`config.mk`:
```
export PLATFORM = sky130hd
export DESIGN_NAME = sac_adc_ctrl
export DESIGN_NICKNAME = d
export VERILOG_FILES = /design/src/sac_pkg.sv /design/src/sac_pair_buffer.sv /design/src/sac_adc_ctrl.sv
export SDC_FILE = /design/constraint.sdc
export NUM_CORES = 1
export LEC_CHECK = 0
export ABC_AREA = 1
export BUFFER_PORTS_ARGS = -buffer_cell sky130_fd_sc_hd__buf_2
export CAP_MARGIN = 25
export CORE_MARGIN = 3
export CORE_UTILIZATION = 33
export CTS_BUF_LIST = sky130_fd_sc_hd__clkbuf_16
export CTS_CLUSTER_SIZE = 28
export DETAILED_ROUTE_END_ITERATION = 12
export GPL_TIMING_DRIVEN = 0
export MAX_ROUTING_LAYER = met4
export SKIP_CTS_REPAIR_TIMING = 1
export SYNTH_ARGS = -nofsm -noshare
export SYNTH_HDL_FRONTEND = slang
export SYNTH_SLANG_ARGS = --single-unit
```
`constraint.sdc`:
```
create_clock -name clk -period 7.02 [get_ports clk]
set_clock_uncertainty 0.1 [all_clocks]
set_input_delay 1.404 -clock clk [delete_from_list [all_inputs] [get_ports clk]]
set_output_delay 1.404 -clock clk [all_outputs]
set_load 0.02 [all_outputs]
```
`src/sac_pkg.sv`:
```
/*
  Shared constants and types for the sampling converter control block.
  Assumes a 100 MHz system clock from which the conversion clock is divided.
*/
package sac_pkg;
  localparam int SYS_CLK_HZ = 100_000_000;
  localparam int CONV_CLK_HZ = 2_500_000;
  localparam int CONV_HALF_CYC = SYS_CLK_HZ / (2 * CONV_CLK_HZ);
  localparam int DIV_W = 5;
  localparam logic [DIV_W-1:0] DIV_LAST = DIV_W'(CONV_HALF_CYC - 1);
  // Host-side start spacing, kept for reference by the far end
  localparam int START_SPACING_NS = 10_000;
  localparam int START_SPACING_CYC = (START_SPACING_NS * (SYS_CLK_HZ / 1_000_000) + 999) / 1000;
  localparam int STROBE_MAX_CONV = 3;

  localparam int RES_W = 12;
  localparam int BYTE_W = 8;
  localparam int BUF_DEPTH = 2;
  localparam logic [RES_W-1:0] SAR_MSB_TRIAL = 12'h800;

  // Conversion-clock tick schedule inside a frame
  localparam logic [4:0] TICK_SAR_LOAD = 5'h02;
  localparam logic [4:0] TICK_FIRST_DECIDE = 5'h03;
  localparam logic [4:0] TICK_LAST_DECIDE = 5'h0e;
  localparam logic [4:0] TICK_LEAD_ZEROS = 5'h04;
  localparam logic [4:0] TICK_LAST_BIT = 5'h0f;
  localparam logic [4:0] TICK_DONE = 5'h10;

  // Three-level format input as seen by the logic
  localparam logic [1:0] FMT_GATED = 2'h0;
  localparam logic [1:0] FMT_CONT = 2'h1;
  localparam logic [1:0] FMT_PARALLEL = 2'h2;

  // Pin positions inside the shared data pins in byte or serial format
  localparam int PIN_HALF_SEL = 11;
  localparam int PIN_STROBE = 10;
  localparam int PIN_SCLK = 9;
  localparam int PIN_SERIAL_BIT_OUT = 8;

  typedef struct packed {
    logic conversionStartN;
    logic chipSelectN;
    logic readN;
    logic byteHalfSelect;
    logic compBit;
    logic [1:0] fmtSel;
  } sac_pins_type;

  localparam sac_pins_type PINS_RST = 7'h70;

  typedef enum logic [2:0] {
    ST_IDLE = 3'b001,
    ST_ARM = 3'b010,
    ST_RUN = 3'b100
  } sac_state_type;
endpackage

```
`src/sac_pair_buffer.sv`:
```
/*
  Two-entry result buffer with valid/ready on both sides.
  Assumes one clock and an active-high asynchronous reset; DEPTH is a power of two.
*/
`timescale 1ns/1ps
module sac_pair_buffer #(
  parameter int WIDTH = sac_pkg::RES_W,
  parameter int DEPTH = sac_pkg::BUF_DEPTH
) (
  input wire logic clk,
  input wire logic sys_rst,
  input wire logic inValid,
  output logic inReady,
  input wire logic [WIDTH-1:0] inData,
  output logic outValid,
  input wire logic outReady,
  output logic [WIDTH-1:0] outData
);
  localparam int PTR_W = (DEPTH > 1) ? $clog2(DEPTH) : 1;
  logic [WIDTH-1:0] memR [DEPTH];
  logic [PTR_W-1:0] wrPtrR;
  logic [PTR_W-1:0] rdPtrR;
  logic [PTR_W:0] countR;
  wire push = inValid && inReady;
  wire pop = outValid && outReady;

  assign inReady = (countR != (PTR_W+1)'(DEPTH));
  assign outValid = (countR != '0);
  assign outData = memR[rdPtrR];

  always_ff @(posedge clk or posedge sys_rst)
  begin
    if (sys_rst)
    begin
      wrPtrR <= '0;
      rdPtrR <= '0;
      countR <= '0;
    end
    else
    begin
      if (push)
        wrPtrR <= wrPtrR + 1'b1;
      if (pop)
        rdPtrR <= rdPtrR + 1'b1;
      countR <= countR + (PTR_W+1)'(push) - (PTR_W+1)'(pop);
    end
  end

  // Storage needs no reset; it is never read while empty
  always_ff @(posedge clk)
  begin
    if (push)
      memR[wrPtrR] <= inData;
  end
endmodule

```
`src/sac_adc_ctrl.sv`:
```
/*
  Control and output formatting of a 12-bit successive-approximation converter.
  Assumes pins arrive asynchronously, an analog comparator drives compBit from the
  held sample against dacCode, and the testbench resolves pin levels from the enables.
*/
// Summary of operation
// - Format at positive level: result only as one 12-bit parallel word.
// - Format at ground: byte or serial output, serial clock gated off when idle.
// - Format at negative level: byte or serial output, serial clock runs continuously.
// - Falling start edge switches track to hold and begins a conversion.
// - Start edge accepted only while idle with room in the buffer, independent of chip select and read.
// - Device is selected only while chip select is low.
// - Byte mode: half select high gives zeros and bits 11..8, low gives 7..0.
// - Result is 12-bit two's complement, one step is full scale over 4096.
// - Codes span 0111 1111 1111 down to 1000 0000 0000.
// - A successive-approximation register drives the DAC against the held sample.
// - Data outputs driven only while read and chip select are both low; in byte or serial format pins 10..8 pull low independent of read.
// - Interrupt high during conversion, low when ready, released by first read.
// - Serial word: four zeros then 12 result bits MSB first, framed by strobe.
// - Serial data changes on rising clock; strobe low within three clocks of start.
`timescale 1ns/1ps
module sac_adc_ctrl (
  input wire logic clk,
  input wire logic sys_rst,
  input wire sac_pkg::sac_pins_type pinsIn,
  output logic [sac_pkg::RES_W-1:0] dbOut,
  output logic [sac_pkg::RES_W-1:0] dbOe,
  output logic intN,
  output logic holdActive,
  output logic [sac_pkg::RES_W-1:0] dacCode
);
  localparam int PW = $bits(sac_pkg::sac_pins_type);
  localparam int STRB_LIM = sac_pkg::STROBE_MAX_CONV * 2 * sac_pkg::CONV_HALF_CYC;

  logic [PW-1:0] sync1R;
  logic [PW-1:0] sync2R;
  logic [PW-1:0] sync3R;
  sac_pkg::sac_pins_type filtR;
  logic startPrevR;
  logic readPrevR;
  logic [sac_pkg::DIV_W-1:0] divCntR;
  logic convClkR;
  sac_pkg::sac_state_type stateR;
  sac_pkg::sac_state_type stateNxt;
  logic [4:0] tickCntR;
  logic [sac_pkg::RES_W-1:0] sarR;
  logic [sac_pkg::RES_W-1:0] sarNxt;
  logic frameR;
  logic serialBitOutR;
  logic [sac_pkg::RES_W-1:0] outWordR;
  logic [sac_pkg::RES_W-1:0] dbOutR;
  logic [sac_pkg::RES_W-1:0] dbOeR;
  logic intNR;
  logic holdR;
  logic bufInReady;
  logic bufOutValid;
  logic [sac_pkg::RES_W-1:0] bufOutData;

  // Three-stage synchroniser; a change counts once stages two and three agree
  genvar gi;
  generate
    for (gi = 0; gi < PW; gi++)
    begin : g_sync
      always_ff @(posedge clk or posedge sys_rst)
      begin
        if (sys_rst)
        begin
          sync1R[gi] <= sac_pkg::PINS_RST[gi];
          sync2R[gi] <= sac_pkg::PINS_RST[gi];
          sync3R[gi] <= sac_pkg::PINS_RST[gi];
        end
        else
        begin
          sync1R[gi] <= pinsIn[gi];
          sync2R[gi] <= sync1R[gi];
          sync3R[gi] <= sync2R[gi];
        end
      end
      always_ff @(posedge clk or posedge sys_rst)
      begin
        if (sys_rst)
          filtR[gi] <= sac_pkg::PINS_RST[gi];
        else if (sync2R[gi] == sync3R[gi])
          filtR[gi] <= sync3R[gi];
      end
    end
  endgenerate

  // Decoding of the filtered pins
  wire startFall = startPrevR && !filtR.conversionStartN;
  wire readAct = !filtR.chipSelectN && !filtR.readN;
  wire readFall = readAct && !readPrevR;
  wire fmtPar = (filtR.fmtSel == sac_pkg::FMT_PARALLEL);
  wire fmtCont = (filtR.fmtSel == sac_pkg::FMT_CONT);
  wire idle = (stateR == sac_pkg::ST_IDLE);
  wire run = (stateR == sac_pkg::ST_RUN);
  // A full buffer refuses the start so that no finished word is lost
  wire startAccept = startFall && idle && bufInReady;
  wire riseTick = (divCntR == sac_pkg::DIV_LAST) && !convClkR;
  wire fallTick = (divCntR == sac_pkg::DIV_LAST) && convClkR;
  wire tickRun = run && riseTick;
  wire doneEv = tickRun && (tickCntR == sac_pkg::TICK_DONE);
  wire sarLoad = tickRun && (tickCntR == sac_pkg::TICK_SAR_LOAD);
  wire sarStep = tickRun && (tickCntR >= sac_pkg::TICK_FIRST_DECIDE) && (tickCntR <= sac_pkg::TICK_LAST_DECIDE);
  wire [3:0] bitIdx = 4'(sac_pkg::TICK_LAST_DECIDE - tickCntR);
  wire [3:0] serIdx = 4'(sac_pkg::TICK_LAST_BIT - tickCntR);
  // Offset-binary SAR code becomes two's complement by inverting the MSB
  wire [sac_pkg::RES_W-1:0] twosWord = {~sarR[sac_pkg::RES_W-1], sarR[sac_pkg::RES_W-2:0]};
  // First leading zero comes from the bit cleared at frame start, the next three from the padded top of the frame word
  wire [15:0] serWord = {4'h0, twosWord};
  wire serBitNxt = serWord[serIdx];
  // Reader stall: the output word is frozen while a read is in progress,
  // and a presented word waits until it is read or a new start is accepted, so that no buffered result is lost
  wire drainGo = bufOutValid && intNR && !readAct && idle && !startFall;

  // Per-bit decision and next trial
  generate
    for (gi = 0; gi < sac_pkg::RES_W; gi++)
    begin : g_sar
      assign sarNxt[gi] = (bitIdx == 4'(gi)) ? filtR.compBit :
        ((bitIdx == 4'(gi + 1)) ? 1'b1 : sarR[gi]);
    end
  endgenerate

  // Pin map
  wire sclkLvl = (fmtCont || frameR) ? convClkR : 1'b1;
  wire [sac_pkg::BYTE_W-1:0] byteWord = filtR.byteHalfSelect ?
    {4'h0, outWordR[11:8]} : outWordR[7:0];
  wire [sac_pkg::RES_W-1:0] dbOutNxt = fmtPar ? outWordR : {4'h0, byteWord};
  wire [sac_pkg::RES_W-1:0] dbOeNxt = fmtPar ? {sac_pkg::RES_W{readAct}} :
    {1'b0, frameR, ~sclkLvl, ~serialBitOutR, {sac_pkg::BYTE_W{readAct}}};
  wire intNNxt = drainGo ? 1'b0 : ((readFall || startAccept) ? 1'b1 : intNR);

  always_comb
  begin
    stateNxt = stateR;
    unique case (stateR)
      sac_pkg::ST_IDLE:
        if (startAccept)
          stateNxt = sac_pkg::ST_ARM;
      sac_pkg::ST_ARM:
        if (riseTick)
          stateNxt = sac_pkg::ST_RUN;
      sac_pkg::ST_RUN:
        if (doneEv)
          stateNxt = sac_pkg::ST_IDLE;
    endcase
  end

  always_ff @(posedge clk or posedge sys_rst)
  begin
    if (sys_rst)
    begin
      startPrevR <= 1'b1;
      readPrevR <= 1'b0;
      divCntR <= '0;
      convClkR <= 1'b0;
      stateR <= sac_pkg::ST_IDLE;
    end
    else
    begin
      startPrevR <= filtR.conversionStartN;
      readPrevR <= readAct;
      divCntR <= (divCntR == sac_pkg::DIV_LAST) ? '0 : divCntR + 1'b1;
      convClkR <= (divCntR == sac_pkg::DIV_LAST) ? ~convClkR : convClkR;
      stateR <= stateNxt;
    end
  end

  always_ff @(posedge clk or posedge sys_rst)
  begin
    if (sys_rst)
    begin
      tickCntR <= '0;
      sarR <= '0;
      frameR <= 1'b0;
      serialBitOutR <= 1'b0;
      holdR <= 1'b0;
    end
    else
    begin
      if (stateR == sac_pkg::ST_ARM && riseTick)
        tickCntR <= 5'h01;
      else if (tickRun)
        tickCntR <= tickCntR + 5'h01;
      if (sarLoad)
        sarR <= sac_pkg::SAR_MSB_TRIAL;
      else if (sarStep)
        sarR <= sarNxt;
      if (stateR == sac_pkg::ST_ARM && riseTick)
        frameR <= 1'b1;
      else if (doneEv)
        frameR <= 1'b0;
      if (stateR == sac_pkg::ST_ARM && riseTick)
        serialBitOutR <= 1'b0;
      else if (tickRun && !doneEv)
        serialBitOutR <= serBitNxt;
      if (startAccept)
        holdR <= 1'b1;
      else if (doneEv)
        holdR <= 1'b0;
    end
  end

  always_ff @(posedge clk or posedge sys_rst)
  begin
    if (sys_rst)
    begin
      outWordR <= '0;
      dbOutR <= '0;
      dbOeR <= '0;
      intNR <= 1'b1;
    end
    else
    begin
      if (drainGo)
        outWordR <= bufOutData;
      dbOutR <= dbOutNxt;
      dbOeR <= dbOeNxt;
      intNR <= intNNxt;
    end
  end

  sac_pair_buffer #(
    .WIDTH(sac_pkg::RES_W),
    .DEPTH(sac_pkg::BUF_DEPTH)
  ) u_buf (
    .clk(clk),
    .sys_rst(sys_rst),
    .inValid(doneEv),
    .inReady(bufInReady),
    .inData(twosWord),
    .outValid(bufOutValid),
    .outReady(drainGo),
    .outData(bufOutData)
  );

  assign dbOut = dbOutR;
  assign dbOe = dbOeR;
  assign intN = intNR;
  assign holdActive = holdR;
  assign dacCode = sarR;
endmodule

```
* Word-level counts from Yosys, hierarchy flattened
Memories as Yosys holds them, arrays and structs flattened. A register that Yosys moved wholly into a read port is not among the register bits.
Index checks and enable logic that the tools add are counted.
** Storage, ports and cells
- Memories kept :: 1
- RAM bits :: 24
- Output and inout bits :: 38
- Register bits after elaboration :: 88
- Logic and storage cells :: 212
- Input port bits :: 9
** Memory list
- u_buf.memR :: words 2, bits a word 12, rd ports 1, clocked after Yosys merged registers in 1, write ports 1, line sac_pair_buffer.sv:20 : logic [WIDTH-1:0] memR [DEPTH];
** Cells by class
- Order comparisons :: 3
- $add $sub $neg :: 8
- Equal/unequal tests :: 31
- Muxes and demuxes :: 48
- Reduce and logical (&&, ||, !) cells :: 62
- Bitwise operators :: 4
** Operators by type and width (number)
- 12-bit two-way mux :: 4
- 3-bit nonzero test :: 12
- 1-bit two-way mux :: 35
- 2-bit AND reduction :: 12
- 4-bit == test (second input constant) :: 5
- 1-bit logical AND :: 19
- 4-bit by 3-bit == test with 1-bit output (second input constant) :: 4
- 5-bit two-way mux :: 3
- 2-bit nonzero test :: 7
- 5-bit by 1-bit adder with 5-bit output (second input constant) :: 2
- 5-bit == test (second input constant) :: 2
- 3-bit two-way mux :: 3
- 3-bit case mux with 3 select lines :: 1
- 4-bit by 2-bit == test with 1-bit output (second input constant) :: 2
- 1-bit zero test :: 8
- 8-bit two-way mux :: 1
- 4-bit subtractor (first input constant) :: 2
- 1-bit == test :: 7
- 5-bit by 2-bit == test with 1-bit output (second input constant) :: 1
- 5-bit by 2-bit >= comparator with 1-bit output (second input constant) :: 1
- 5-bit by 4-bit less-or-equal comparator with 1-bit output (second input constant) :: 1
- 4-bit by 5-bit less-than comparator with 1-bit output (second input constant) :: 1
- 1-bit binary-select mux with 4-bit select :: 1
- 4-bit by 1-bit == test with 1-bit output (second input constant) :: 1
- 14 further kinds :: 21

* Longest topological paths before layout
- Depth after elaboration :: 8
- Gate-level depth with buffers :: 12
- Gate-level depth less buffers :: 11

* Modules after synthesis
Synthesis repeated with hierarchy kept, for this count alone.
** Second synthesis, totals
- Cell total of the unflattened synthesis :: 549
- Area total of the unflattened synthesis :: 5226.3 um2
** Modules (own cells, without submodules)
- sac_adc_ctrl :: times used 1, sequential area each 2220.9 um2, cells each 453, area an instance 4115.2 um2
- sac_pair_buffer :: times used 1, sequential area each 820.8 um2, cells each 96, area an instance 1111.1 um2

* Worst setup path after synthesis
Ideal clock, no wire load.
- Kind :: register to register
- From :: register tickCntR[0]
- To :: memory u_buf.memR[1][0] (netlist bit) (enable)
- Cell stages (with the launch flop) :: 10
- Data required time :: 6.540 ns
- Arrival :: 1.836 ns
- Setup slack :: 4.704 ns
- Library setup time :: 0.380 ns
- Period minus slack after synthesis :: 2.316 ns
- Path buffers :: 1
- Cell sequence :: dfrtp_1 buf_2 clkinv_1 ha_1 nand2_1 nor2_1 nand2_2 inv_2 nand2_4 nor2_1
** On the way
- Cells in the longest elaborated chain, start to end :: 5
** Ends and longest elaborated chain
- start: declaration :: line sac_adc_ctrl.sv:45 : logic [4:0] tickCntR;
- start signal: assignment :: line sac_adc_ctrl.sv:185 : tickCntR <= tickCntR + 5'h01;
- 5-bit == test :: line sac_adc_ctrl.sv:102 : wire doneEv = tickRun && (tickCntR == sac_pkg::TICK_DONE);
- 1-bit logical AND :: line sac_adc_ctrl.sv:102
- 1-bit logical AND :: line sac_pair_buffer.sv:24 : wire push = inValid && inReady;
- 1-bit two-way mux :: line sac_pair_buffer.sv:52 : if (push)
- 1-bit two-way mux (implied by the code) :: line sac_pair_buffer.sv:53 : memR[wrPtrR] <= inData;
- end: declaration :: line sac_pair_buffer.sv:20
Every way passes these cells.

* Final worst setup path
- From :: register tickCntR[0]
- To :: memory u_buf.memR[0][7] (netlist bit) (enable)
Same word-level chain as after synthesis.

==> out/results.ini <==
[yosys]
synth_warnings=0
synth-seq-cells=116
yosys.cell_types.count=34
synth_fp_nets=508
ys_seq_area_share_pct=59.7
synth_edf_count=24
post-synth-top-count-cell=nand2_1
async_reset_ff_share_pct=79.3
synth_flop_cell=dfrtp_1
synth_commonest_cells=nand2_1, dfrtp_1, nand3_1
synth_cells=491
synth_area_um2=5100
yosysTopAreaCellShare_pct=37.8
yosysTopAreaCell=dfrtp_1
avgSynthCellArea_um2=10.4
yosys-top-cells-area=dfrtp_1, edfxtp_1, dfstp_2, nand2_1, nand3_1

[die]
die_w_um=130
die_h_um=130
pin_count=47
num_rows=44
die_area_um2=17000
core-area_um2=14800
floorplan.initialDensity_pct=34.4

[hold_path]
hp-class=register to register

[setup_path]
path_buf_inv=3
cp.required_ns=6.95
crit_fanout=12
critical-path-slowest-cell=nor2_1
cp.arrival_ns=2.69
cp_top_family=simple AND/OR/NAND/NOR gates
critPathMaxStageDelay_ns=0.73
critPathCaptureType=register
setup.worst_path.class=register to register
path_cells=buf_2 -> clkinv_1 -> ha_1 -> nand2_1 -> nor2_1 -> nand2_2 -> inv_2 -> nand2_4 -> nor2_1
worst_path_most_repeated_cell=nor2_1
startpoint_type=register

[drt]
drc_errors=0
first_pass_iters=5
antenna_left=0
avgViaCountPerCell=4.64
vias=3506
drt-initial-drc-count=243
wl_per_cell_um=12.6
wl_um=9550

[global_routing]
grt_pass1_vias=3507
grt_antenna_before_repair=0
gr-usage-all-layers_pct=12.9
grt_overflow=0
grt_max_degree=64
grt_pass1_wl_um=16500

[cells_and_area]
fin_cells=755
fin_util_pct=41.8
area_delta_synth_final_pct=21.3
drive_gt1_share_pct=29.2
nets=575
n_antenna_cell=0
nFillCells=1392

[sta]
max_slew_margin_pct=36.1
hold_viol_final=0
worstMarginPinSlew_ns=0.954
maxSlewViolCount=0
rsz0062_at_grt=false
final.setup.tns_ns=0
finalCriticalPeriod_ns=2.77
period_share_pct=39.4
setup_viol=0
hold_ws_ns=0.246
fmax_mhz=361

[pwr]
power.density_nw_per_um2=259
p_total_mw=1.60
comb_power_share_pct=3.2
peakVddDrop_v=0.000164
power_switching_share_pct=20.4
p_int_mw=1.28
p_clk_share_pct=52.4
p_switching_uw=327
seq_power_share_pct=44.4
power.leakage_nw=2.88

[cts]
cts_sinks=116
h-tree-depth=4
cts_buffers=17
cts-root-buf=clkbuf_16
path_clk_slew_ns=0.05
cts_buffer_depth=2
clk_latency_ns=0.41
cts_tree=yes

[placed_design]
dp.cells=722
place_congestion=0.894
port_buffers=46
hpwl_um=6660

[status]
status=finished, final reports clean

[run]
cap_viol_max_count=0

## layout make-up
cell class,count,area (um^2),area share [%]
Inverter,49,186,3.01
Clock inverter,13,113,1.82
Timing Repair Buffer,48,265,4.29
Multi-Input combinational cell,294,1620,26.2
Buffer,32,251,4.07
Sequential cell,116,3040,49.2
Tap cell,184,230,3.72
Clock buffer,19,475,7.69
## sequential cells by signal, indices dropped and copies added (netlist names), 2 cells and up
name          cells
tickCntR          5
filtR             7
sync3R            7
sync2R            7
dbOe              5
divCntR           5
u_buf.countR      2
sync1R            7
outWordR         12
dacCode          12
u_buf.memR       24
stateR            3
dbOut            12
## power by group through the flow
| stage | logic (mW) | registers, mW | clock network, mW |
|---|---|---|---|
| after floorplan | 0.0327 | 0.723 | 0 |
| after global placement | 0.0498 | 0.722 | 0 |
| after detailed placement | 0.0531 | 0.723 | 0 |
| after CTS | 0.0532 | 0.711 | 0.860 |
| after global routing | 0.0590 | 0.712 | 0.891 |
| final | 0.0516 | 0.711 | 0.840 |
## metrics by stage
step	cell area [um^2]	setup WS (ns)
2_1_floorplan	5100	3.15
3_3_place_gp	5560	2.16
3_5_place_dp	5590	4.19
4_1_cts	6180	4.16
5_1_grt	6180	3.99
6_report	6180	4.25
## final timing paths
kind,depth (start not counted),end,from,slack [ns]
min reg2reg,0,sync2R[1],sync1R[1],0.25
max in group asynchronous,3,stateR[0],sys_rst,5.27
max reg2reg,9,u_buf.memR[0][7],tickCntR[0],4.25
min in group asynchronous,2,convClkR,sys_rst,0.89
min,0,sync2R[1],sync1R[1],0.25
max,9,u_buf.memR[0][7],tickCntR[0],4.25
## cell usage in the layout (no fill, tap or decap), types with 3 or more instances in the layout
cell type,n
mux2_2,12
nor2_1,34
o21ai_1,8
buf_4,21
xor2_1,6
buf_6,7
nand2_1,104
clkinv_1,5
dfstp_2,15
nand4_1,9
a21oi_1,7
clkbuf_16,19
nand3_1,50
inv_1,39
edfxtp_1,24
buf_2,49
o21ai_0,17
nor2_2,4
nand3_2,4
dfrtp_1,77
inv_2,11
nor2_4,3
nand2_2,5
nor3_1,4
o21ai_2,4
maj3_1,7
ha_1,8
## per-layer routing
layer	vias to the layer above	track usage [%]	share of wire, %
li1	1728	-	-
met1	1660	15.0	45
met5	-	-	0
met4	0	7.03	2.4
met2	98	19.6	48
met3	20	4.26	4.7
## cell families after synthesis
| family | share of synthesized area, % |
|---|---|
| XOR/XNOR | 1.03 |
| buffers and inverters | 8.54 |
| multiplexers | 2.65 |
| AND/OR/NAND/NOR | 20.4 |
| flip-flops | 59.7 |
| AO/OA/AOI/OAI | 4.42 |
| adder cells (fa/ha/maj) | 3.34 |
## worst reg2reg max path, delay by kind of cell, from the launching register on
kind                       cells  cell delay [ns]
and+or+nand+nor                5             1.12
adders and majority gates      1             0.20
buffers and inverters          3             0.54
DFF                            1             0.42
(Power assumes the default switching activity.)
